==> config.mk <==
export PLATFORM = sky130hd
export DESIGN_NAME = sal_station_alias_loader
export DESIGN_NICKNAME = d
export VERILOG_FILES = /design/src/core/sal_pkg.sv /design/src/core/sal_word_fetch.sv /design/src/core/sal_station_alias_loader.sv
export SDC_FILE = /design/constraint.sdc
export NUM_CORES = 1
export LEC_CHECK = 0
export BUFFER_PORTS_ARGS = -buffer_cell sky130_fd_sc_hd__clkbuf_2
export CELL_PAD_IN_SITES_DETAIL_PLACEMENT = 1
export CELL_PAD_IN_SITES_GLOBAL_PLACEMENT = 1
export CORE_ASPECT_RATIO = 1.5
export CORE_UTILIZATION = 46
export DETAILED_ROUTE_END_ITERATION = 8
export PLACE_DENSITY = 0.92
export SLEW_MARGIN = 20
export SYNTH_ARGS = -nofsm -noshare
export SYNTH_HDL_FRONTEND = slang
export SYNTH_SLANG_ARGS = --single-unit
==> constraint.sdc <==
create_clock -name i_core_clk -period 10.11 [get_ports i_core_clk]
set_input_delay 1.011 -clock i_core_clk [delete_from_list [all_inputs] [get_ports i_core_clk]]
set_output_delay 1.011 -clock i_core_clk [all_outputs]
set_load 0.01 [all_outputs]
==> src/core/sal_pkg.sv <==
// Package of constants, types and register map for the station alias loader
package sal_pkg;

   // ************************************************************
   // Register offsets in the slave register space
   // ************************************************************
   localparam logic [15:0] SAL_ADDR_CFG_ALIAS  = 16'h0012; // Configured alias, read only
   localparam logic [15:0] SAL_ADDR_AL_CTRL    = 16'h0120; // Application layer control
   localparam logic [15:0] SAL_ADDR_AL_STATE   = 16'h0130; // Application layer state
   localparam logic [15:0] SAL_ADDR_AL_CODE    = 16'h0134; // Application layer state code
   localparam logic [15:0] SAL_ADDR_HIGH_SET   = 16'h3740; // Stored alias high byte setting
   localparam logic [15:0] SAL_ADDR_SRC_SEL    = 16'h3741; // Alias source selection setting

   // ************************************************************
   // Field positions, values and reset values
   // ************************************************************
   localparam int          SAL_ID_BIT          = 5;        // ID request / ID loaded bit
   localparam logic [15:0] SAL_SII_ALIAS_WORD  = 16'h0004; // SII word holding the alias
   localparam logic [15:0] SAL_SEL_SWITCH      = 16'h0000; // Switch based alias
   localparam logic [15:0] SAL_SEL_SII         = 16'h0001; // SII stored alias
   localparam logic [15:0] SAL_SEL_RESERVED    = 16'h0002; // Manufacturer use only
   localparam logic [15:0] SAL_SEL_RESET       = 16'h0001; // Selection default
   localparam logic [15:0] SAL_HIGH_RESET      = 16'h0000; // High byte default
   localparam logic [15:0] SAL_HIGH_MAX        = 16'h00ff; // Largest high byte accepted
   localparam logic [15:0] SAL_ZERO            = 16'h0000; // Cleared register value

   // ************************************************************
   // Carrier types
   // ************************************************************
   typedef struct packed {
      logic        rd;    // Read strobe, one cycle
      logic        wr;    // Write strobe, one cycle
      logic [15:0] addr;  // Register offset
      logic [15:0] wdata; // Write data
   } sal_reg_req_t;

   typedef struct packed {
      logic        valid; // One cycle store pulse
      logic [15:0] index; // Setting index being stored
      logic [15:0] data;  // Value to keep in backup memory
   } sal_store_t;

   typedef struct packed {
      logic        req;   // Held high until acknowledged
      logic [15:0] addr;  // Word address or setting index
   } sal_fetch_req_t;

   typedef struct packed {
      logic        ack;   // One cycle answer strobe
      logic [15:0] data;  // Word returned with ack
   } sal_fetch_ans_t;

   // Power-on sequence states
   typedef enum logic [2:0] {
      SAL_ST_SEL_GO, SAL_ST_SEL_WAIT, SAL_ST_HIGH_GO, SAL_ST_HIGH_WAIT,
      SAL_ST_SII_GO, SAL_ST_SII_WAIT, SAL_ST_RUN
   } sal_state_t;

endpackage

==> src/core/sal_word_fetch.sv <==
// Word fetch client: one request/acknowledge read from a word memory
module sal_word_fetch
   import sal_pkg::*;
(
   input  wire logic           i_core_clk,
   input  wire logic           i_rst_n,
   input  wire logic           i_start,
   input  wire logic [15:0]    i_addr,
   output sal_fetch_req_t      o_fetch,
   input  wire sal_fetch_ans_t i_answer,
   output logic                o_done,
   output logic [15:0]         o_data
);

   // ************************************************************
   // Request holding and answer capture
   // ************************************************************
   sal_fetch_req_t fetch;      // Outstanding request
   sal_fetch_req_t next_fetch;
   logic           done;       // Answer arrived last cycle
   logic           next_done;
   logic [15:0]    data;       // Captured word
   logic [15:0]    next_data;

   // Next values: start raises the request, ack drops it and captures
   always_comb begin
      next_fetch = fetch;
      next_done  = 1'b0;
      next_data  = data;
      if (fetch.req && i_answer.ack) begin
         // Ack wins over a start in the same cycle; caller never overlaps
         next_fetch.req = 1'b0;
         next_done      = 1'b1;
         next_data      = i_answer.data;
      end else if (i_start) begin
         next_fetch.req  = 1'b1;
         next_fetch.addr = i_addr;
      end
   end

   // Registers
   always_ff @(posedge i_core_clk or negedge i_rst_n) begin
      if (!i_rst_n) begin
         fetch <= '0;
         done  <= 1'b0;
         data  <= 16'h0000;
      end else begin
         fetch <= next_fetch;
         done  <= next_done;
         data  <= next_data;
      end
   end

   assign o_fetch = fetch;
   assign o_done  = done;
   assign o_data  = data;

endmodule

==> src/core/sal_station_alias_loader.sv <==
// Station alias loader: power-on alias load and explicit device ID handshake
// Summary of operation
// - Fetch source selection from backup memory first
// - Selection 1: copy SII word 0004h to 0012h
// - Selection 0: write switch-based alias to 0012h
// - Refuse writing reserved selection value 2
// - Selection setting defaults to 1
// - Switch and high byte zero give alias 0
// - Switch in low byte, high setting upper
// - High byte setting accepts only 0 to 255
// - Settings sampled only at control power-on
// - ID request bit5 puts switch-based alias in 0134h
// - Then set ID loaded bit5 in 0130h
// - Request low drives ID loaded back low
// - Handshake end clears the state code register
// - Handshake never alters the configured alias
// - Communication alarm code replaces alias while returning
// - Alarm cleared: alias presented again
module sal_station_alias_loader
   import sal_pkg::*;
(
   input  wire logic           i_core_clk,
   input  wire logic           i_rst_n,
   input  wire sal_reg_req_t   i_reg,
   output logic [15:0]         o_reg_rdata,
   input  wire logic [7:0]     i_rotary_switch,
   input  wire logic [7:0]     i_comm_alarm_group_a,
   input  wire logic [7:0]     i_comm_alarm_group_b,
   input  wire logic [7:0]     i_comm_alarm_group_c,
   input  wire logic [15:0]    i_comm_alarm_code,
   output sal_fetch_req_t      o_nv_fetch,
   input  wire sal_fetch_ans_t i_nv_answer,
   output sal_fetch_req_t      o_sii_fetch,
   input  wire sal_fetch_ans_t i_sii_answer,
   output sal_store_t          o_store,
   output logic                o_alias_ready
);

   // ************************************************************
   // Reset release
   // ************************************************************
   logic [1:0] rst_pipe;   // Release synchroniser, assertion stays asynchronous
   logic       rst_n;      // Reset copy used by the rest of the block

   always_ff @(posedge i_core_clk or negedge i_rst_n) begin
      if (!i_rst_n) begin
         rst_pipe <= 2'b00;
      end else begin
         rst_pipe <= {rst_pipe[0], 1'b1};
      end
   end
   assign rst_n = rst_pipe[1];

   // ************************************************************
   // Backup memory and SII fetch clients
   // ************************************************************
   logic        nv_start;   // Start a backup memory read
   logic [15:0] nv_index;   // Setting index to read
   logic        nv_done;    // Backup word arrived
   logic [15:0] nv_data;    // Backup word
   logic        sii_start;  // Start the SII alias read
   logic        sii_done;   // SII word arrived
   logic [15:0] sii_data;   // SII word

   sal_word_fetch u_nv_fetch (
      .i_core_clk (i_core_clk),
      .i_rst_n    (rst_n),
      .i_start    (nv_start),
      .i_addr     (nv_index),
      .o_fetch    (o_nv_fetch),
      .i_answer   (i_nv_answer),
      .o_done     (nv_done),
      .o_data     (nv_data)
   );

   sal_word_fetch u_sii_fetch (
      .i_core_clk (i_core_clk),
      .i_rst_n    (rst_n),
      .i_start    (sii_start),
      .i_addr     (SAL_SII_ALIAS_WORD),
      .o_fetch    (o_sii_fetch),
      .i_answer   (i_sii_answer),
      .o_done     (sii_done),
      .o_data     (sii_data)
   );

   // ************************************************************
   // Power-on sequence and settings
   // ************************************************************
   sal_state_t  state;          // Sequence state
   sal_state_t  next_state;
   logic [15:0] src_sel;        // Selection setting as software sees it
   logic [15:0] next_src_sel;
   logic [15:0] high_set;       // High byte setting as software sees it
   logic [15:0] next_high_set;
   logic [15:0] act_sel;        // Selection frozen at power-on
   logic [15:0] next_act_sel;
   logic [7:0]  act_high;       // High byte frozen at power-on
   logic [7:0]  next_act_high;
   logic [7:0]  act_rotary;     // Switch frozen at power-on
   logic [7:0]  next_act_rotary;
   logic [15:0] cfg_alias;      // Configured alias register
   logic [15:0] next_cfg_alias;
   sal_store_t  store;          // Backup write pulse
   sal_store_t  next_store;
   logic        sel_wr;         // Write to the selection setting
   logic        high_wr;        // Write to the high byte setting
   logic        sel_ok;         // Selection write value allowed
   logic        high_ok;        // High byte write value allowed
   logic [15:0] switch_alias;   // Alias built from switch and high byte

   assign sel_wr  = i_reg.wr && (i_reg.addr == SAL_ADDR_SRC_SEL);
   assign high_wr = i_reg.wr && (i_reg.addr == SAL_ADDR_HIGH_SET);
   assign sel_ok  = (i_reg.wdata == SAL_SEL_SWITCH) ||
                    (i_reg.wdata == SAL_SEL_SII);
   assign high_ok = (i_reg.wdata <= SAL_HIGH_MAX);
   // Zero switch and zero high byte fall out as alias 0 by construction
   assign switch_alias = {act_high, act_rotary};

   // Next values of the sequence and of the settings
   always_comb begin
      next_state      = state;
      next_src_sel    = src_sel;
      next_high_set   = high_set;
      next_act_sel    = act_sel;
      next_act_high   = act_high;
      next_act_rotary = act_rotary;
      next_cfg_alias  = cfg_alias;
      next_store      = '0;
      nv_start        = 1'b0;
      nv_index        = SAL_ADDR_SRC_SEL;
      sii_start       = 1'b0;
      // Accepted writes only change the stored copy; the active alias
      // waits for the next power-on, so a late edit cannot move it
      if (sel_wr && sel_ok) begin
         next_src_sel = i_reg.wdata;
         next_store   = '{valid: 1'b1, index: SAL_ADDR_SRC_SEL, data: i_reg.wdata};
      end else if (high_wr && high_ok) begin
         next_high_set = i_reg.wdata;
         next_store    = '{valid: 1'b1, index: SAL_ADDR_HIGH_SET, data: i_reg.wdata};
      end
      unique case (state)
         SAL_ST_SEL_GO: begin
            // Selection comes first so the source is known before loading
            nv_start        = 1'b1;
            nv_index        = SAL_ADDR_SRC_SEL;
            next_act_rotary = i_rotary_switch;
            next_state      = SAL_ST_SEL_WAIT;
         end
         SAL_ST_SEL_WAIT: begin
            if (nv_done) begin
               next_act_sel = nv_data;
               next_src_sel = nv_data;
               next_state   = SAL_ST_HIGH_GO;
            end
         end
         SAL_ST_HIGH_GO: begin
            nv_start   = 1'b1;
            nv_index   = SAL_ADDR_HIGH_SET;
            next_state = SAL_ST_HIGH_WAIT;
         end
         SAL_ST_HIGH_WAIT: begin
            if (nv_done) begin
               // Only the low byte is meaningful for an upper alias byte
               next_act_high = nv_data[7:0];
               next_high_set = {8'h00, nv_data[7:0]};
               if (act_sel == SAL_SEL_SWITCH) begin
                  next_cfg_alias = {nv_data[7:0], act_rotary};
                  next_state     = SAL_ST_RUN;
               end else begin
                  // Reserved or unknown stored values fall back to SII
                  next_state = SAL_ST_SII_GO;
               end
            end
         end
         SAL_ST_SII_GO: begin
            sii_start  = 1'b1;
            next_state = SAL_ST_SII_WAIT;
         end
         SAL_ST_SII_WAIT: begin
            if (sii_done) begin
               next_cfg_alias = sii_data;
               next_state     = SAL_ST_RUN;
            end
         end
         SAL_ST_RUN: begin
            // Configured alias is frozen here; ID handshake never writes it
            next_state = SAL_ST_RUN;
         end
      endcase
   end

   // Registers of the sequence
   always_ff @(posedge i_core_clk or negedge rst_n) begin
      if (!rst_n) begin
         state      <= SAL_ST_SEL_GO;
         src_sel    <= SAL_SEL_RESET;
         high_set   <= SAL_HIGH_RESET;
         act_sel    <= SAL_SEL_RESET;
         act_high   <= 8'h00;
         act_rotary <= 8'h00;
         cfg_alias  <= SAL_ZERO;
         store      <= '0;
      end else begin
         state      <= next_state;
         src_sel    <= next_src_sel;
         high_set   <= next_high_set;
         act_sel    <= next_act_sel;
         act_high   <= next_act_high;
         act_rotary <= next_act_rotary;
         cfg_alias  <= next_cfg_alias;
         store      <= next_store;
      end
   end

   // ************************************************************
   // Explicit device ID handshake
   // ************************************************************
   logic [15:0] al_ctrl;        // Control register as written by the master
   logic [15:0] next_al_ctrl;
   logic        id_loaded;      // ID loaded flag
   logic        next_id_loaded;
   logic [15:0] al_code;        // State code register
   logic [15:0] next_al_code;
   logic        alarm_on;       // Any communication alarm present
   logic        id_req;         // ID request bit

   assign alarm_on = |{i_comm_alarm_group_a, i_comm_alarm_group_b, i_comm_alarm_group_c};
   assign id_req   = al_ctrl[SAL_ID_BIT];

   // Next values of the handshake; it waits until the alias is ready
   always_comb begin
      next_al_ctrl   = al_ctrl;
      next_id_loaded = id_loaded;
      next_al_code   = al_code;
      if (i_reg.wr && (i_reg.addr == SAL_ADDR_AL_CTRL)) begin
         next_al_ctrl = i_reg.wdata;
      end
      if (state == SAL_ST_RUN) begin
         if (id_req) begin
            // Alarm code overrides while it lasts, then alias returns
            next_al_code   = alarm_on ? i_comm_alarm_code
                                      : switch_alias;
            next_id_loaded = 1'b1;
         end else if (id_loaded) begin
            next_id_loaded = 1'b0;
            next_al_code   = SAL_ZERO;
         end
      end
   end

   // Registers of the handshake
   always_ff @(posedge i_core_clk or negedge rst_n) begin
      if (!rst_n) begin
         al_ctrl   <= SAL_ZERO;
         id_loaded <= 1'b0;
         al_code   <= SAL_ZERO;
      end else begin
         al_ctrl   <= next_al_ctrl;
         id_loaded <= next_id_loaded;
         al_code   <= next_al_code;
      end
   end

   // ************************************************************
   // Register read port
   // ************************************************************
   logic [15:0] rdata;          // Read data register
   logic [15:0] next_rdata;

   // Read mux; unmapped offsets read as zero
   always_comb begin
      next_rdata = rdata;
      if (i_reg.rd) begin
         unique case (i_reg.addr)
            SAL_ADDR_CFG_ALIAS: next_rdata = cfg_alias;
            SAL_ADDR_AL_CTRL:   next_rdata = al_ctrl;
            SAL_ADDR_AL_STATE:  next_rdata = {10'h000, id_loaded, 5'h00};
            SAL_ADDR_AL_CODE:   next_rdata = al_code;
            SAL_ADDR_HIGH_SET:  next_rdata = high_set;
            SAL_ADDR_SRC_SEL:   next_rdata = src_sel;
            default:            next_rdata = SAL_ZERO;
         endcase
      end
   end

   always_ff @(posedge i_core_clk or negedge rst_n) begin
      if (!rst_n) begin
         rdata <= SAL_ZERO;
      end else begin
         rdata <= next_rdata;
      end
   end

   assign o_reg_rdata   = rdata;
   assign o_store       = store;
   assign o_alias_ready = (state == SAL_ST_RUN);
endmodule

==> results of run 1 <==
## cells in the final DEF, fill, tap and decap left out, drive strengths merged, types with 8 or more instances in the layout
cell type and instances:
inv 11, mux2i 19, mux2 105, nand3b 17
nand2 68, dfrtp 189, clkbuf 188, nand3 16
nor2 14, and2 16, a221oi 15, o21ai 28
buf 8, a21oi 24, conb 42, a22oi 31
a22o 18, nor4 17
## metrics by stage
stage          hold WS (ps)  cell area (sq um)  setup slack, ps
2_1_floorplan           331               8660             4400
3_3_place_gp            312               9380             6180
3_5_place_dp            315               9380             6380
4_1_cts                 325               9960             6760
5_1_grt                 333               9980             6490
6_report                312               9980             6760
## metal layers
| layer | wire (um) | vias up |
|---|---|---|
| met5 | 0 | - |
| met4 | 1310 | 0 |
| met3 | 1520 | 87 |
| met2 | 13800 | 330 |
| met1 | 9400 | 3339 |
| li1 | - | 2797 |
## flip-flops by register name, summed over array words and instances (netlist names)
register / flops
u_nv_fetch.o_fetch: 3
o_reg_rdata: 16
cfg_alias: 16
u_nv_fetch.o_done: 1
o_store: 18
act_sel: 16
u_sii_fetch.o_data: 16
rst_pipe: 2
id_loaded: 1
high_set: 16
u_nv_fetch.o_data: 16
act_rotary: 8
u_sii_fetch.o_fetch: 2
state: 3
al_code: 16
act_high: 8
u_sii_fetch.o_done: 1
src_sel: 16
al_ctrl: 16
## power groups by stage
stage | clock network [mW] | registers (mW) | logic (mW)
after global placement | 0 | 1.12 | 0.325
after floorplan | 0 | 1.06 | 0.267
after detailed placement | 0 | 1.13 | 0.348
after CTS | 0.688 | 1.13 | 0.364
after global routing | 0.717 | 1.15 | 0.396
final | 0.680 | 1.14 | 0.363
## final cells by class
type	instances	area (sq um)
Sequential cell	191	4790
Clock buffer	20	457
Tap cell	217	272
Timing Repair Buffer	176	905
Clock inverter	10	125
Multi-Input combinational cell	472	3420
Inverter	6	22.5
Fill cell	1944	8030
## critical path, delay by kind of cell
kind | cells | cell delay, ps
buffers and inverters | 1 | 110
muxes | 1 | 420
and+or+nand+nor | 3 | 2130
## worst min-delay path by stage
| stage | slack, ps | cells past startpoint | endpoint |
|---|---|---|---|
| final | 310 | 0 | u_sii_fetch.o_data[6] |
| after global placement | 310 | 0 | o_store[9] |
| after detailed placement | 310 | 0 | o_store[14] |
| after CTS | 320 | 0 | o_store[14] |
| after floorplan | 330 | 0 | rst_pipe[1] |
| after global routing | 330 | 1 | rst_pipe[1] |
## cells by family after synthesis
| family | Yosys count |
|---|---|
| AOI/OAI and AO/OA | 127 |
| DFF | 191 |
| muxes | 124 |
| buffers and inverters | 85 |
| other | 2 |
| and+or+nand+nor | 179 |
==> key figures, run 1 <==
Floorplanning
  – I/O pins: 202
  – Die W: 113 um
  – Die footprint: 19100 sq um
  – Die H: around 170 um
  – FP Rows: 60
  – Core area: 18000 sq um
  – Starting Density: 47.3%

Critical path
  – Crit path kind: in -> reg
  – Crit path launch type: input port
  – Critical path data required time: 10430 ps
  – Crit end category: register
  – Reg2reg setup slack: 7290 ps
  – Crit. Startpoint: i_reg[29]
  – RR Endpoint: cfg_alias[15]
  – R2R Path Start: state[1]
  – Setup crit end: al_ctrl[15]
  – Crit-path max FO: 18
  – CP max-delay cell: nor2_2
  – Crit path largest cell delay: 920 ps
  – Critical Path, Cell by Cell: clkbuf_2, nor4_1, nand4_1, nor2_2, mux2_2
  – R2R cell count: 5
  – WP data arrival: between 3000 and 4000 ps

Global route
  – Vias in the first global route: 6918
  – Total gr overflow: 0
  – Met3 global-route usage: 6.27%
  – Pin count of the biggest net entering global routing: 86
  – Initial antenna violation count: 0
  – GR Util met1: 32.3%
  – GR peak layer: met2
  – GRT Resource Usage Total: 28.4%
  – Met2 GRT Util: 49.5%
  – First-pass GRT wire length: about 40 mm

Placed design
  – # port buffers: roughly 170
  – Placed instance count: 1062
  – Final GP Congestion: 0.877
  – Dpl hpwl: 17.2 mm

Clock tree
  – Root Driver: clkbuf_16
  – CTS tree: built
  – Hold_buf cts: 0
  – Clk slew on worst S/H paths: 70 ps
  – # Post-CTS Setup Buffers: 0
  – CTS max path bufs: 2
  – Clock Latency Late Sink: between 400 and 500 ps
  – Number of H-tree levels: 4
  – Post-cts sizing count: 0
  – Num CTS Buffers: 17
  – CTS Sinks: 191

Finish
  – Finished Layout Cells: about 1.1k
  – Synth-to-Final Area Change: 17.3%
  – Nets: ~980
  – Share of cells above drive strength 1: 37.9%
  – ANT cells: 0
  – Final Core Density: a little under three fifths

Timing
  – RSZ-0062 raised after global routing: no
  – Fmax: 0.298 GHz
  – Least-Margin Pin Slew: 1020 ps
  – Final Max Tran Viols: 0
  – Worst Clk Skew: 10.3 ps
  – Endpoints failing setup: 0
  – Setup TNS: 0 ps
  – Min Clock Period, post-route: 3350 ps
  – Final worst path period share: about 33%
  – Final Hold Vio Count: 0
  – Slew margin rel.: 32.0%

Logic synthesis
  – Simple-gate area share of the yosys netlist: 11.5%
  – Mapped Area: between 8000 and 9000 sq um
  – Synth Flop Type: dfrtp_1
  – Largest family of logic cells by synthesized area: multiplexers
  – Top post-synthesis cells by count: dfrtp_1 (189), mux2_2 (105), nand2_1 (68), buf_4 (45), a22oi_1 (31)
  – FFs w/ async S/R, synth: between 90% and 100%
  – Mux share of post-synthesis cell area: 16.1%
  – Leading area contributor after synthesis: dfrtp_1
  – Number of synthesized flops with an enable pin: 0
  – Register area share after synthesis: 56.2%
  – Area contributors post-synth: dfrtp_1 (56%), mux2_2 (14%), buf_4 (4.0%)
  – Post-Synthesis Cells: between 700 and 800
  – Adder-cell share of the synthesized area: 0%
  – FF+latch count, synth: 191
  – Post-synth top area share: 55.5%
  – Avg Inst Size Synth: 12.0 sq um
  – Synth Warn #: 0
  – Synth Area in Compound Gates: 10.2%
  – Netlist cell types: 52
  – Post-Synth XOR/XNOR Area: 0%
  – Count leader, synth: dfrtp_1

Flow run
  – Max-Cap Viols: 0

Pwr
  – Switching share of power: between 20% and 30%
  – Combinational share of power: about 17%
  – Clock power share: 31.2%
  – Final Total Pwr: roughly 2.2 mW
  – Sequential Power Share: approximately 52%
  – Sw Pwr: 651 uW
  – Static leakage: 4.72 nW
  – Pwr dens: 218 nW/um^2
  – Internal power: 1.53 mW
  – Peak VDD IR: between 0.15 and 0.2 mV

Detailed routing
  – Initial DRT Pass Iterations: 5
  – Final wirelength: about 26 mm
  – Vias per cell: around 6
  – Wire per inst: 23.8 um
  – DR iter-0 viols: approximately 460
  – DRC viols: 0
  – DR vias: roughly 6.6k
  – Post-route ant nets: 0

Outcome
  – Status: complete, no violations

Worst hold path
  – Worst hold path type: reg -> async
(Power assumes the default switching activity.)
==> run 2: changes to the inputs <==
CORE_UTILIZATION = 42   (was 46)
PLACE_DENSITY = 0.85   (was 0.92)
clock period = 3.3 ns   (was 10.11 ns; I/O delays follow)
==> key figures, run 2 (same netlist as run 1, synthesis figures left out) <==
Finish
  – ANT cells: 0
  – Finished Layout Cells: approximately 1.1k
  – Share of cells above drive strength 1: between 30% and 40%
  – Max FFs per register: 18
  – Fin area: 10100 sq um
  – Most common cell after layout, fill and taps aside: dfrtp_1
  – Nets: between 900 and 1k
  – Most frequent cells in the layout: dfrtp_1 (188), clkbuf_2 (168), mux2_2 (105)
  – Synth-to-Final Area Change: 19.1%

Clock tree
  – Hold_buf cts: 1
  – Root Driver: clkbuf_16
  – Number of H-tree levels: 4
  – Post-cts sizing count: 0
  – CTS max path bufs: 2
  – Num CTS Buffers: 17
  – # Post-CTS Setup Buffers: 0
  – Clk slew on worst S/H paths: 60 ps
  – CTS Sinks: 191
  – Clock Latency Late Sink: between 400 and 500 ps
  – CTS tree: built

Floorplanning
  – I/O pins: approximately 200
  – Die footprint: 20900 sq um
  – Core area: approximately 20000 sq um
  – Die W: ~120 um
  – Starting Density: 43.0%
  – FP Rows: 63
  – Die H: 176 um

Timing
  – Worst Clk Skew: 13.0 ps
  – Final worst path period share: between 60% and 70%
  – Slew margin rel.: 37.8%
  – Final Max Tran Viols: 0
  – Least-Margin Pin Slew: 932 ps
  – Endpoints failing setup: 0
  – Final Hold Vio Count: 0
  – Fmax: approximately 0.44 GHz
  – RSZ-0062 raised after global routing: no
  – Min Clock Period, post-route: 2270 ps
  – Setup TNS: 0 ps

Placed design
  – # port buffers: 168
  – Final GP Congestion: 0.872
  – Placed Instance Area: approximately 9500 sq um
  – Placed instance count: 1115
  – Dpl hpwl: 17.9 mm

Pwr
  – Static leakage: between 4 and 5 nW
  – Pwr dens: 655 nW/um^2
  – Peak VDD IR: 0.443 mV

Detailed routing
  – Vias per cell: 5.57
  – DR vias: 6390
  – Post-route ant nets: 0
  – Initial DRT Pass Iterations: 5
  – Wire per inst: 21.4 um
  – DRC viols: 0
  – DR iter-0 viols: around 360
  – Final wirelength: 24.6 mm

Global route
  – GRT Resource Usage Total: between 20% and 30%
  – Vias in the first global route: 7000
  – Total gr overflow: 0
  – First-pass GRT wire length: 38.9 mm
  – Initial antenna violation count: 0
  – Pin count of the biggest net entering global routing: 69

Critical path
  – Crit-path max FO: 12
  – WP data arrival: 2580 ps
  – Crit path launch type: register
  – Crit path kind: reg -> reg
  – Critical path data required time: ~3600 ps
  – Crit end category: register

Flow run
  – Max-Cap Viols: 0

Outcome
  – Status: complete, no violations

Worst hold path
  – Worst hold path type: in -> reg
## run 2: cell count changes in the layout (fill, tap and decap cells not counted), moves of 2 or more
cell | previous run | this run
buf_4 | 7 | 16
inv_6 | 5 | 1
clkbuf_1 | 1 | 4
buf_12 | 0 | 2
clkinv_2 | 1 | 3
nor2_1 | 10 | 12
## run 2: layout make-up
| type | instances | area [sq um] |
|---|---|---|
| multi-input combinational | 472 | 3400 |
| inverter | 6 | 22.5 |
| timing repair buffer | 187 | 1010 |
| tap | 260 | 325 |
| fill | 2166 | 9650 |
| sequential | 191 | 4790 |
| clock buffer | 22 | 454 |
| clock inverter | 10 | 138 |
## run 2: worst paths after layout
check | startpoint | end | slack, ps | depth (start not counted)
worst min register to register | rst_pipe[0] | rst_pipe[1] | 350 | 0
worst max register to register | state[2] | act_sel[8] | 1030 | 4
max in group asynchronous | rst_pipe[1] | src_sel[0] | 2030 | 1
worst min-delay path | i_sii_answer[16] | u_sii_fetch.o_fetch[16] | 100 | 2
min in group asynchronous | i_rst_n | rst_pipe[1] | 210 | 2
worst max-delay path | state[2] | act_sel[8] | 1030 | 4
## run 2: where the power goes
group	leakage (nW)	total, mW	switching, mW	internal [mW]
combinational	2.07	1.08	0.464	0.615
sequential	2.43	3.47	0.549	2.92
clock	0.284	2.09	0.876	1.21
## run 2: per-stage QoR
stage	setup slack (ps)	power, mW	hold WS (ps)	util, %
6_report	1030	6.64	105	51.2
4_1_cts	1020	6.69	94.2	51.2
2_1_floorplan	152	4.06	34.4	-
5_1_grt	894	6.94	108	51.2
3_3_place_gp	984	4.45	117	48.2
3_5_place_dp	870	4.56	119	48.2
## run 2: per-layer routing
metal / routed length, um / global-route usage (%) / up-vias
met5: 0 / 0 / -
met4: 994 / 13.1 / 0
met3: 1250 / 5.23 / 51
met2: 13400 / 44.8 / 220
met1: 8960 / 27.2 / 3294
li1: - / - / 2825
## run 2: worst max-delay path: stages (launching register included)
cell and delay (ps):
dfrtp_1 510, nand2b_1 300, nor3b_4 680, buf_4 300, mux2_2 350
